## config.mk

```make
export PLATFORM = sky130hd
export DESIGN_NAME = twm_core
export DESIGN_NICKNAME = d
export VERILOG_FILES = /design/src/pkg/twm_pkg.sv /design/src/verilog/twm_prescaler.sv /design/src/verilog/twm_core.sv
export SDC_FILE = /design/constraint.sdc
export NUM_CORES = 1
export LEC_CHECK = 0
export BUFFER_PORTS_ARGS = -buffer_cell sky130_fd_sc_hd__buf_2
export CORE_MARGIN = 3
export CORE_UTILIZATION = 59
export CTS_BUF_LIST = sky130_fd_sc_hd__clkbuf_8
export DETAILED_ROUTE_END_ITERATION = 8
export GPL_ROUTABILITY_DRIVEN = 0
export GPL_TIMING_DRIVEN = 0
export PLACE_DENSITY = 0.82
export SLEW_MARGIN = 20
export SYNTH_ARGS = -nofsm -noshare
export SYNTH_HDL_FRONTEND = slang
export SYNTH_SLANG_ARGS = --single-unit
```

## constraint.sdc

```tcl
create_clock -name sys_clk_i -period 4 [get_ports sys_clk_i]
set_clock_uncertainty 0.1 [all_clocks]
set_input_delay 0.4 -clock sys_clk_i [delete_from_list [all_inputs] [get_ports sys_clk_i]]
set_output_delay 0.4 -clock sys_clk_i [all_outputs]
set_load 0.02 [all_outputs]
```

## src/pkg/twm_pkg.sv

```systemverilog
// Shared constants and types for the 8-bit timer waveform generator.
package twm_pkg;

  localparam int unsigned TWM_WIDTH = 8;

  localparam logic [7:0] TWM_BOTTOM = 8'h00;
  localparam logic [7:0] TWM_MAX    = 8'hff;

  // Waveform mode select encodings.
  typedef enum logic [2:0] {
    TWM_MODE_NORMAL   = 3'b000,
    TWM_MODE_PC_MAX   = 3'b001,
    TWM_MODE_CLEAR    = 3'b010,
    TWM_MODE_FAST_MAX = 3'b011,
    TWM_MODE_RSVD_4   = 3'b100,
    TWM_MODE_PC_OCR   = 3'b101,
    TWM_MODE_RSVD_6   = 3'b110,
    TWM_MODE_FAST_OCR = 3'b111
  } twm_mode_t;

  // Output action encodings.
  localparam logic [1:0] TWM_ACT_OFF    = 2'h0;
  localparam logic [1:0] TWM_ACT_TOGGLE = 2'h1;
  localparam logic [1:0] TWM_ACT_CLEAR  = 2'h2;
  localparam logic [1:0] TWM_ACT_SET    = 2'h3;

  // Prescaler clock select encodings and divider masks.
  localparam logic [2:0] TWM_CS_STOP    = 3'h0;
  localparam logic [2:0] TWM_CS_DIV1    = 3'h1;
  localparam logic [2:0] TWM_CS_DIV8    = 3'h2;
  localparam logic [2:0] TWM_CS_DIV64   = 3'h3;
  localparam logic [2:0] TWM_CS_DIV256  = 3'h4;
  localparam logic [2:0] TWM_CS_DIV1024 = 3'h5;
  localparam int unsigned TWM_PRE_WIDTH = 10;
  localparam logic [9:0] TWM_MASK_DIV8    = 10'h007;
  localparam logic [9:0] TWM_MASK_DIV64   = 10'h03f;
  localparam logic [9:0] TWM_MASK_DIV256  = 10'h0ff;
  localparam logic [9:0] TWM_MASK_DIV1024 = 10'h3ff;
  localparam logic [9:0] TWM_PRE_RESET    = 10'h000;

  // State of the waveform generator core.
  typedef struct packed {
    logic [7:0] count;
    logic       count_down;
    logic [7:0] ocr_a;
    logic [7:0] ocr_b;
    logic       wave_a;
    logic       wave_b;
    logic       flag_a;
    logic       flag_b;
    logic       flag_ovf;
    logic       fix_a;
    logic       fix_b;
    logic       was_pc;
  } twm_state_t;

  localparam twm_state_t TWM_STATE_RESET = '0;

  typedef struct packed {
    logic [9:0] div;
  } twm_pre_state_t;

endpackage

```

## src/verilog/twm_prescaler.sv

```systemverilog
// Prescaler that turns the I/O clock into a timer clock enable.
module twm_prescaler (
  input  wire logic       sys_clk_i,      // I/O clock
  input  wire logic       resetn_i,       // Asynchronous reset, active low
  input  wire logic [2:0] clock_select_i, // Prescale factor select
  output logic            tick_o          // Timer clock enable
);
  import twm_pkg::*;

  twm_pre_state_t st_reg;
  twm_pre_state_t st_next;

  // The divider runs freely so a later select change lands on a shared phase.
  always_comb begin
    st_next     = st_reg;
    st_next.div = st_reg.div + 10'h001;
  end

  always_ff @(posedge sys_clk_i or negedge resetn_i) begin
    if (!resetn_i) begin
      st_reg <= '{div: TWM_PRE_RESET};
    end else begin
      st_reg <= st_next;
    end
  end

  always_comb begin
    case (clock_select_i)
      TWM_CS_DIV1:    tick_o = 1'b1;
      TWM_CS_DIV8:    tick_o = (st_reg.div & TWM_MASK_DIV8) == TWM_MASK_DIV8;
      TWM_CS_DIV64:   tick_o = (st_reg.div & TWM_MASK_DIV64) == TWM_MASK_DIV64;
      TWM_CS_DIV256:  tick_o = (st_reg.div & TWM_MASK_DIV256) == TWM_MASK_DIV256;
      TWM_CS_DIV1024: tick_o = (st_reg.div & TWM_MASK_DIV1024) == TWM_MASK_DIV1024;
      default:        tick_o = 1'b0;
    endcase
  end
endmodule

```

## src/verilog/twm_core.sv

```systemverilog
// Waveform generator of an 8-bit timer: clear-on-match, fast PWM and phase-correct PWM.
// Summary of operation
// - Mode 2 counts up and clears to zero when count matches compare A.
// - In mode 2 compare A is live; a missed match wraps through 0xff.
// - In mode 2 compare A flag is set once per period at top.
// - In mode 2 action 1 toggles output A on every match.
// - In mode 2 overflow flag is set when count rolls from 0xff to zero.
// - Modes 3 and 7 count single slope; top is 0xff or compare A.
// - Fast PWM increments to top, then clears on the next timer tick.
// - Fast PWM action 2 clears on match, sets at bottom; action 3 inverts.
// - Fast PWM sets the overflow flag each time the count reaches top.
// - Fast PWM action 1 toggles output A only with mode bit 2; never B.
// - Fast PWM: compare zero gives one-tick spikes, compare max a steady level.
// - Fast PWM compare values are double buffered.
// - Modes 1 and 5 count dual slope; top is 0xff or compare A.
// - Phase-correct holds top for one timer tick, then counts down.
// - Phase-correct non-inverting clears on up match, sets on down match.
// - Phase-correct sets the overflow flag each time the count reaches bottom.
// - Phase-correct action 1 toggles output A only with mode bit 2.
// - Phase-correct compare zero gives steady low, max steady high, non-inverting.
// - Phase-correct forces the up-match level at bottom when a match was skipped.
// - A waveform reaches its pin only while the direction bit selects output.
// - Timer tick is the I/O clock divided by 1, 8, 64, 256 or 1024.
// - A compare match sets its flag at the following timer tick.
// - Flags clear on interrupt service or software write of one; set wins.
// - PWM modes load buffered compare values only at top.
// - Reset clears the waveform output state to zero.
module twm_core (
  input  wire logic       sys_clk_i,            // I/O clock
  input  wire logic       resetn_i,             // Asynchronous reset, active low
  input  wire logic [2:0] clock_select_i,       // Prescale select, 0 stops the timer
  input  wire logic [2:0] waveform_mode_select_i, // Waveform mode
  input  wire logic [1:0] output_a_action_i,    // Output A action
  input  wire logic [1:0] output_b_action_i,    // Output B action
  input  wire logic [7:0] compare_a_value_i,    // Compare A value written by software
  input  wire logic [7:0] compare_b_value_i,    // Compare B value written by software
  input  wire logic       compare_a_clr_i,      // Clear compare A flag
  input  wire logic       compare_b_clr_i,      // Clear compare B flag
  input  wire logic       overflow_clr_i,       // Clear overflow flag
  input  wire logic       dir_a_i,              // Pin A direction, 1 is output
  input  wire logic       dir_b_i,              // Pin B direction, 1 is output
  input  wire logic       port_a_data_i,        // Plain port data for pin A
  input  wire logic       port_b_data_i,        // Plain port data for pin B
  output logic [7:0]      timer_count_o,        // Counter value
  output logic            count_down_o,         // Counting direction, 1 is down
  output logic            compare_a_flag_o,     // Compare A flag
  output logic            compare_b_flag_o,     // Compare B flag
  output logic            overflow_flag_o,      // Overflow flag
  output logic            wave_out_a_o,         // Internal waveform A state
  output logic            wave_out_b_o,         // Internal waveform B state
  output logic            pin_a_o,              // Pin A output level
  output logic            pin_a_oe_o,           // Pin A output enable
  output logic            pin_b_o,              // Pin B output level
  output logic            pin_b_oe_o            // Pin B output enable
);
  import twm_pkg::*;

  twm_state_t st_reg;
  twm_state_t st_next;
  twm_mode_t  mode;
  logic       tick;
  logic       is_clear;
  logic       is_norm;
  logic       is_fast;
  logic       is_pc;
  logic       mode_bit2;
  logic [7:0] ocr_a_eff;
  logic [7:0] ocr_b_eff;
  logic [7:0] top;
  logic       at_top;
  logic       at_bot;
  logic       match_a;
  logic       match_b;
  logic       eff_up;
  logic       load_ocr;

  twm_prescaler u_prescaler (
    .sys_clk_i      (sys_clk_i),
    .resetn_i       (resetn_i),
    .clock_select_i (clock_select_i),
    .tick_o         (tick)
  );

  // Next level of one waveform output for one timer tick.
  function automatic logic twm_wave(input logic [1:0] act, input logic is_a,
                                    input logic bit2, input logic non_pwm,
                                    input logic fast, input logic pc,
                                    input logic match, input logic top_now,
                                    input logic bot_now, input logic up,
                                    input logic ocr_top, input logic fix,
                                    input logic wave);
    logic w;
    w = wave;
    if (non_pwm) begin
      if (match) begin
        case (act)
          TWM_ACT_TOGGLE: w = ~wave;
          TWM_ACT_CLEAR:  w = 1'b0;
          TWM_ACT_SET:    w = 1'b1;
          default:        w = wave;
        endcase
      end
    end else if (act == TWM_ACT_TOGGLE) begin
      if ((fast || pc) && is_a && bit2 && match) begin
        w = ~wave;
      end
    end else if (act[1] && fast) begin
      if (top_now) begin
        w = ~act[0];
      end else if (match && !ocr_top) begin
        w = act[0];
      end
    end else if (act[1] && pc) begin
      if (ocr_top) begin
        if (top_now) begin
          w = ~act[0];
        end
      end else if (match) begin
        w = up ? act[0] : ~act[0];
      end else if (bot_now && fix) begin
        w = act[0];
      end
    end
    return w;
  endfunction

  always_comb begin
    mode      = twm_mode_t'(waveform_mode_select_i);
    is_clear  = (mode == TWM_MODE_CLEAR);
    is_norm   = (mode == TWM_MODE_NORMAL);
    is_fast   = (mode == TWM_MODE_FAST_MAX) || (mode == TWM_MODE_FAST_OCR);
    is_pc     = (mode == TWM_MODE_PC_MAX) || (mode == TWM_MODE_PC_OCR);
    mode_bit2 = waveform_mode_select_i[2];
    // Without buffering the written value acts at once, which is why a late write can be missed.
    ocr_a_eff = (is_fast || is_pc) ? st_reg.ocr_a : compare_a_value_i;
    ocr_b_eff = (is_fast || is_pc) ? st_reg.ocr_b : compare_b_value_i;
    case (mode)
      TWM_MODE_CLEAR:    top = ocr_a_eff;
      TWM_MODE_PC_OCR:   top = ocr_a_eff;
      TWM_MODE_FAST_OCR: top = ocr_a_eff;
      default:           top = TWM_MAX;
    endcase
    at_top  = (st_reg.count == top);
    at_bot  = (st_reg.count == TWM_BOTTOM);
    match_a = (st_reg.count == ocr_a_eff);
    match_b = (st_reg.count == ocr_b_eff);
    // Bottom always counts as an up match and top, unless it is also bottom, as a down match.
    eff_up  = at_bot || (!st_reg.count_down && !at_top);
    load_ocr = (is_fast && at_top) || (is_pc && at_top && !st_reg.count_down);

    st_next = st_reg;
    st_next.was_pc = is_pc;
    if (!is_fast && !is_pc) begin
      st_next.ocr_a = compare_a_value_i;
      st_next.ocr_b = compare_b_value_i;
    end
    if (is_pc && !st_reg.was_pc) begin
      st_next.fix_a = st_reg.count > ocr_a_eff;
      st_next.fix_b = st_reg.count > ocr_b_eff;
    end

    // Flag clears act every cycle; a set in the same cycle wins.
    st_next.flag_a   = st_reg.flag_a & ~compare_a_clr_i;
    st_next.flag_b   = st_reg.flag_b & ~compare_b_clr_i;
    st_next.flag_ovf = st_reg.flag_ovf & ~overflow_clr_i;

    if (tick) begin
      if (match_a) begin
        st_next.flag_a = 1'b1;
      end
      if (match_b) begin
        st_next.flag_b = 1'b1;
      end
      case (mode)
        TWM_MODE_CLEAR: begin
          st_next.count = match_a ? TWM_BOTTOM : st_reg.count + 8'h01;
          if (st_reg.count == TWM_MAX) begin
            st_next.flag_ovf = 1'b1;
          end
        end
        TWM_MODE_FAST_MAX, TWM_MODE_FAST_OCR: begin
          st_next.count = at_top ? TWM_BOTTOM : st_reg.count + 8'h01;
          if (at_top) begin
            st_next.flag_ovf = 1'b1;
          end
        end
        TWM_MODE_PC_MAX, TWM_MODE_PC_OCR: begin
          if (at_top && at_bot) begin
            st_next.count_down = 1'b0;
          end else if (!st_reg.count_down) begin
            if (at_top) begin
              st_next.count_down = 1'b1;
              st_next.count      = st_reg.count - 8'h01;
            end else begin
              st_next.count = st_reg.count + 8'h01;
            end
          end else if (at_bot) begin
            st_next.count_down = 1'b0;
            st_next.count      = st_reg.count + 8'h01;
          end else begin
            st_next.count = st_reg.count - 8'h01;
          end
          if (at_bot && st_reg.count_down) begin
            st_next.flag_ovf = 1'b1;
          end
        end
        default: begin
          st_next.count = st_reg.count + 8'h01;
          if (st_reg.count == TWM_MAX) begin
            st_next.flag_ovf = 1'b1;
          end
        end
      endcase
      if (!is_pc) begin
        st_next.count_down = 1'b0;
      end

      st_next.wave_a = twm_wave(output_a_action_i, 1'b1, mode_bit2, is_clear || is_norm,
                                is_fast, is_pc, match_a, at_top, at_bot, eff_up,
                                ocr_a_eff == top, st_reg.fix_a, st_reg.wave_a);
      st_next.wave_b = twm_wave(output_b_action_i, 1'b0, mode_bit2, is_clear || is_norm,
                                is_fast, is_pc, match_b, at_top, at_bot, eff_up,
                                ocr_b_eff == top, st_reg.fix_b, st_reg.wave_b);

      if (load_ocr) begin
        st_next.ocr_a = compare_a_value_i;
        st_next.ocr_b = compare_b_value_i;
        if (is_pc) begin
          // Leaving max changes which level the down slope ends on.
          if (st_reg.ocr_a == TWM_MAX && compare_a_value_i != TWM_MAX) begin
            st_next.fix_a = 1'b1;
          end
          if (st_reg.ocr_b == TWM_MAX && compare_b_value_i != TWM_MAX) begin
            st_next.fix_b = 1'b1;
          end
        end
      end
      if (is_pc && at_bot) begin
        st_next.fix_a = 1'b0;
        st_next.fix_b = 1'b0;
      end
    end
  end

  always_ff @(posedge sys_clk_i or negedge resetn_i) begin
    if (!resetn_i) begin
      st_reg <= TWM_STATE_RESET;
    end else begin
      st_reg <= st_next;
    end
  end

  assign timer_count_o    = st_reg.count;
  assign count_down_o     = st_reg.count_down;
  assign compare_a_flag_o = st_reg.flag_a;
  assign compare_b_flag_o = st_reg.flag_b;
  assign overflow_flag_o  = st_reg.flag_ovf;
  assign wave_out_a_o     = st_reg.wave_a;
  assign wave_out_b_o     = st_reg.wave_b;
  // The waveform overrides the port data whenever an action is selected.
  assign pin_a_o    = (output_a_action_i != TWM_ACT_OFF) ? st_reg.wave_a : port_a_data_i;
  assign pin_b_o    = (output_b_action_i != TWM_ACT_OFF) ? st_reg.wave_b : port_b_data_i;
  assign pin_a_oe_o = dir_a_i;
  assign pin_b_oe_o = dir_b_i;
endmodule

```

# After elaboration in Yosys (flattened, before gate mapping)

Cells that the tools add are included.
W data, S select, Z words.

Flip-flop bits (word level): 43
Bits in latches: 0
Bits in writable memories: 0
Memory bits (read-only): 0
Bits of input ports: 35
Output and inout bits: 18
Logic and storage cells: 179
Memories kept: 0

Add/subtract/negate cells: 3
$mul: 0
Div/mod/pow operators: 0
$lt $le $gt $ge: 2
Eq/ne operators: 44
Shift-type cells: 0
Multiplexer cells: 60
Bitwise logic cells: 10
Reductions and logical operators: 47

Operator list:

| kind                    | number |
|---|---|
| $mux W8                 | 8 |
| $eq A8 B8 Y1            | 5 |
| $mux W1                 | 39 |
| $eq A8 B8 Y1 const B    | 4 |
| $mux W16                | 2 |
| $pmux W8 S3             | 1 |
| $mux W23                | 1 |
| $logic_and A1 B1 Y1     | 21 |
| $gt A8 B8 Y1            | 2 |
| $ne A8 B8 Y1 const B    | 2 |
| $reduce_and A8 Y1       | 2 |
| $eq A3 B3 Y1 const B    | 5 |
| $eq A3 B2 Y1 const B    | 4 |
| $ne A6 B5 Y1 const B    | 2 |
| $add A10 B1 Y10 const B | 1 |
| $eq A10 B10 Y1 const B  | 1 |
| $mux W9                 | 1 |
| $add A8 B1 Y8 const B   | 1 |
| $eq A2 B2 Y1 const B    | 4 |
| $logic_not A8 Y1        | 1 |
| $mux W2                 | 4 |
| $ne A2 B2 Y1 const B    | 4 |
| $ne A4 B3 Y1 const B    | 2 |
| $sub A8 B1 Y8 const B   | 1 |
| other kinds (23)        | 48 |

# Longest topological paths before layout

Depth in word-level cells: 17
Mapped depth: 14
Mapped depth without buffers: 12

# Modules after synthesis

A second synthesis with hierarchy kept.

Cell total of the unflattened synthesis: 431
Area, all modules: 3,657.3 um^2

By module, submodules not included:

| module        | instances | cells an instance | area each (um^2) | sequential area each (um^2) |
|---|---|---|---|---|
| twm_core      | 1         | 391               | 3,184.3          | 825.8 |
| twm_prescaler | 1         | 40                | 473.0            | 250.2 |

# Worst setup path before layout

Ideal clock, no wire load.

Path type: input to register
From: in waveform_mode_select_i[0]
To: reg st_reg, in the netlist wave_out_b_o
Library setup time: 78 ps
Arrival: 2,949 ps
Required time: 3,822 ps
Slack: 873 ps
Stages: 13
Path buffers: 2
Path through: buf_6 -> buf_6 -> mux2i_1 -> inv_1 -> ha_1 -> nand2_1 -> or4_1 -> o21ai_1 -> and3_1 -> a211oi_1 -> or4_1 -> o311a_1 -> o2bb2ai_1

Word-level cells in the longest chain between the ends: 16
Elaborated cells on any way between the ends: 40
Those cells by class: eq/ne: 14; mux: 11; reduce/logical: 15

RTL lines:

| element                                    | line                             | text |
|---|---|---|
| start: declaration                         | twm_core.sv:32                   | `input wire logic [2:0] waveform_mode_select_i,` |
| $eq A3 B2 Y1, or another cell as far along | twm_core.sv:131                  | `is_fast = (mode == TWM_MODE_FAST_MAX) \|\| (mode == TWM_MODE_FAST_OCR);` |
| $logic_or A1 B1 Y1 (on tied branches)      | twm_core.sv:131, twm_core.sv:132 |  |
| $logic_or A1 B1 Y1                         | --                               |  |
| $mux W8                                    | twm_core.sv:135                  | `ocr_a_eff = (is_fast \|\| is_pc) ? st_reg.ocr_a : compare_a_value_i;` |
| $mux W8                                    | twm_core.sv:137                  | `case (mode)` |
| $eq A8 B8 Y1                               | twm_core.sv:143                  | `at_top = (st_reg.count == top);` |
| $logic_not A1 Y1                           | twm_core.sv:148                  | `eff_up = at_bot \|\| (!st_reg.count_down && !at_top);` |
| $logic_and A1 B1 Y1                        | twm_core.sv:148                  |  |
| $logic_or A1 B1 Y1                         | twm_core.sv:148                  |  |
| $mux W1                                    | twm_core.sv:119                  | `w = up ? act[0] : ~act[0];` |
| $mux W1                                    | twm_core.sv:118                  | `end else if (match) begin` |
| $mux W1                                    | twm_core.sv:114                  | `if (ocr_top) begin` |
| $mux W1                                    | twm_core.sv:113                  | `end else if (act[1] && pc) begin` |
| $mux W1                                    | twm_core.sv:107                  | `end else if (act[1] && fast) begin` |
| $mux W1                                    | twm_core.sv:103                  | `end else if (act == TWM_ACT_TOGGLE) begin` |
| $mux W1                                    | twm_core.sv:94                   | `if (non_pwm) begin` |
| end signal: assignment                     | twm_core.sv:249                  | `st_reg <= st_next;` |
| end: declaration                           | twm_core.sv:58                   | `twm_state_t st_reg;` |

Parallel ways exist; a longest one is shown, timed or not. The select of a mux whose other input is x is not followed.
A chain may end at the register's enable or synchronous reset.

# Final worst setup path

From: reg st_reg, in the netlist timer_count_o[0]
To: reg st_reg, in the netlist timer_count_o[5]

Word-level cells in the longest chain between the ends: 5
Elaborated cells on any way between the ends: 15
Those cells by class: add/sub: 2; eq/ne: 3; mux: 7; reduce/logical: 3

RTL lines:

| element                                     | line                             | text |
|---|---|---|
| $add A8 B1 Y8, or another cell as far along | --                               |  |
| $mux W8 (on tied branches)                  | twm_core.sv:191, twm_core.sv:197 |  |
| $mux W9                                     | twm_core.sv:190                  | `end else if (!st_reg.count_down) begin` |
| $mux W8                                     | twm_core.sv:188                  | `if (at_top && at_bot) begin` |
| $pmux W8 S3                                 | twm_core.sv:174                  | `case (mode)` |

Parallel ways exist; a longest one is shown, timed or not. The select of a mux whose other input is x is not followed.

==> results.py <==
metrics = {
    "status": {
        "outcome": "finished clean",
    },
    "final_layout": {
        "insertedDiodeCount": 0,
        "fillers": 447,
        "drive_above_1_share_pct": 18.9,
        "area_growth_pct": 12.0,
        "final_area_sq_mm": 0.00387,
        "nets": 518,
        "largest_reg_flops": 19,
        "seqCellArea_sq_mm": 0.00108,
        "multi_input_area_sq_mm": 0.00213,
    },
    "timing": {
        "fmax_mhz": 267,
        "hold_violations": 0,
        "holdWs_ns": 0.129,
        "final_max_slew_viol_count": 0,
        "finalSetupTns_ns": 0,
        "setup_viol_count_final": 0,
        "finalWorstSetupSlack_ns": 0.250,
        "fin_crit_ns": 3.75,
        "rsz0062_at_grt": "no",
        "period_share_pct": 93.8,
        "worst_pin_slew_ns": 0.959,
        "max-slew-margin-rel_pct": 36.1,
    },
    "detailed_routing": {
        "drc": 0,
        "ant_nets": 0,
        "wl_per_cell_microns": 17.4,
        "wl_microns": 9370,
        "firstDrtPassIters": 5,
        "num_vias": 3428,
        "drtIter0Drc": 208,
        "viasPerCell": 6.37,
    },
    "global_routing": {
        "antenna_found_initial": 0,
        "grt_pass1_vias": 3089,
        "grt_pass1_wl_microns": 14900,
        "grt_max_degree": 44,
        "grt_overflow": 0,
        "grt_usage_pct": 28.4,
    },
    "synthesis": {
        "synthAdderAreaFrac_pct": 6.80,
        "synthCells": 411,
        "ys_top_cells_by_count": "47 x nor2_1, 43 x dfrtp_1, 30 x a21oi_1",
        "yosysMostFrequentCell": "nor2_1",
        "syn_area_per_cell_sq_um": 8.42,
        "syn_nets": 464,
        "synth-main-ff-cell": "dfrtp_1",
        "synth_top_family_by_area": "compound AO/OA/AOI/OAI gates",
        "synth_seq_cells": 43,
        "synth-simple-area-share_pct": 20.8,
        "synth-edff-count": 0,
        "synth_largest_area_cell": "dfrtp_1",
        "synth_xor_area_share_pct": 4.30,
        "synth_area_leaders": "dfrtp_1 31%, ha_1 6.5%, nor2_1 5.1%",
        "synth_area_sq_mm": 0.00346,
        "muxShareOfSynthArea_pct": 6.58,
        "synthArstFlopShare_pct": 100,
        "yosysUniqueCellTypes": 62,
        "synth_seq_area_share_pct": 31.1,
        "synth_top_area_share_pct": 31.1,
        "synth_warnings": 0,
        "synth_compound_area_share_pct": 23.0,
    },
    "setup_path": {
        "cp_num_buf_inv": 2,
        "end_kind": "flop",
        "worstSetupPathDepth": 10,
        "path_common_cell": "o31ai_1",
        "ff2ff_path_depth": 10,
        "slowest_delay_ns": 0.61,
        "cp_cell_sequence": "clkbuf_1 > inv_1 > ha_1 > nor3b_1 > nand2_1 > nor3_2 > o31ai_1 > o21ai_0 > a22oi_1 > o31ai_1",
        "cpMaxStageDelayCell": "o21ai_0",
        "cp-start-kind": "flop",
        "path_class": "flop to flop",
        "cp.arrival_ns": 3.82,
        "critPathMaxFanout": 9,
        "required_ns": 4.07,
        "crit_family": "compound AO/OA/AOI/OAI gates",
    },
    "power": {
        "p_leak_nw": 1.68,
        "peakVddDrop_mv": 0.272,
        "cellPowerDensity_mw_per_mm2": 361,
    },
    "clocking": {
        "cts_max_path_buffers": 2,
        "clock_latency_ns": 0.31,
        "cts-root-buf": "clkbuf_8",
        "cts_inserted_buffers": 5,
        "cts_hold_buf": 0,
        "clock_sinks": 43,
        "cts_max_level": 2,
        "clkSlewWorstSetupHoldPaths_ns": 0.09,
        "tritoncts": "done",
    },
    "die": {
        "initial_core_util_pct": 62.1,
        "dieArea_sq_mm": 0.00682,
        "core_sq_mm": 0.00557,
        "die_w_microns": 82.6,
        "ios": 53,
        "rows": 27,
        "dieHeight_microns": 82.6,
    },
    "placement": {
        "dpl-instance-area_sq_mm": 0.00378,
        "dp_hpwl_microns": 7060,
        "dp_slack_ns": 0.192,
        "io_buffers": 47,
    },
    "run": {
        "drv_cap": 0,
    },
    "hold_path": {
        "hp-class": "input port to asynchronous set/reset pin",
    },
}
where the power goes:
part | internal (W) | switching, W
Sequential | 0.000482 | 0.0000561
Clock | 0.000120 | 0.000158
Combinational | 0.000240 | 0.000344
cells by family (layout without fill, tap and decap cells):
group,count (synthesis),in the layout
muxes,20,20
adders and majority gates,19,19
AOI/OAI and AO/OA,119,119
DFF,43,43
and+or+nand+nor,141,141
buffers and inverters,52,107
xor gates and xnor gates,17,17
through the flow:
step / power, W / instances / util (%)
2_1_floorplan: 0.000948 / 411 / -
3_5_place_dp: 0.00112 / 530 / 67.9
3_3_place_gp: 0.00110 / 530 / 67.9
6_report: 0.00140 / 538 / 69.5
4_1_cts: 0.00139 / 538 / 69.4
5_1_grt: 0.00149 / 538 / 69.5
placed cells by master, fill, tap and decap left out, drive strengths merged, types with 3 or more instances in the layout:
cell,synthesis,final
buf,20,67
nor2,48,48
dfrtp,43,43
a21oi,30,30
inv,19,20
nand2,19,19
ha,18,18
clkbuf,13,18
xnor2,17,17
nand3,16,16
o21ai,16,16
mux2i,14,14
nand4,11,11
nor3,11,11
o211ai,10,10
a31oi,10,10
o22ai,9,9
o31ai,7,7
o21a,7,7
and3,6,6
mux2,6,6
a22oi,4,4
nor4,4,4
o32ai,4,4
a2111oi,4,4
nand2b,3,3
nor2b,3,3
a21o,3,3
a32oi,3,3
layout make-up:
type	instances	share of cell area [%]
Clock buffer	5	1.78
Tap cell	72	2.32
Sequential cell	43	27.8
Buffer	33	4.71
Timing Repair Buffer	47	6.07
Clock inverter	3	0.420
Inverter	19	1.84
Multi-Input combinational cell	316	55.1
layer usage:
metal  up-vias  part of all wire (%)  global-route usage [%]
met2       175                    48                    47.4
met4         0                   1.1                    6.54
met5         -                     0                       0
met3        15                   8.4                    4.56
li1       1631                     -                       -
met1      1607                    43                    38.5
final timing paths:
| path | start | endpoint | slack (ns) |
|---|---|---|---|
| max | timer_count_o[0] | timer_count_o[5] | 0.25 |
| min | resetn_i | count_down_o | 0.13 |
| max reg2reg | timer_count_o[0] | timer_count_o[5] | 0.25 |
| min reg2reg | u_prescaler.st_reg[4] | u_prescaler.st_reg[4] | 0.37 |
| max in group asynchronous | resetn_i | timer_count_o[2] | 3.05 |
| min in group sys_clk_i | overflow_clr_i | overflow_flag_o | 0.16 |
timing repair:
item / 4_1_cts / 5_1_grt
endpoints found under the setup margin: 0 / 5
gates resized for setup: 0 / 1
setup buffers: 0 / 0
worst register-to-register path, stage by stage, from the launching register on:
cell	delay (ns)
dfrtp_1	0.40
clkbuf_1	0.21
inv_1	0.24
ha_1	0.24
nor3b_1	0.49
nand2_1	0.19
nor3_2	0.46
o31ai_1	0.16
o21ai_0	0.61
a22oi_1	0.14
o31ai_1	0.37
No activity file was read; power rests on OpenSTA's default activity.
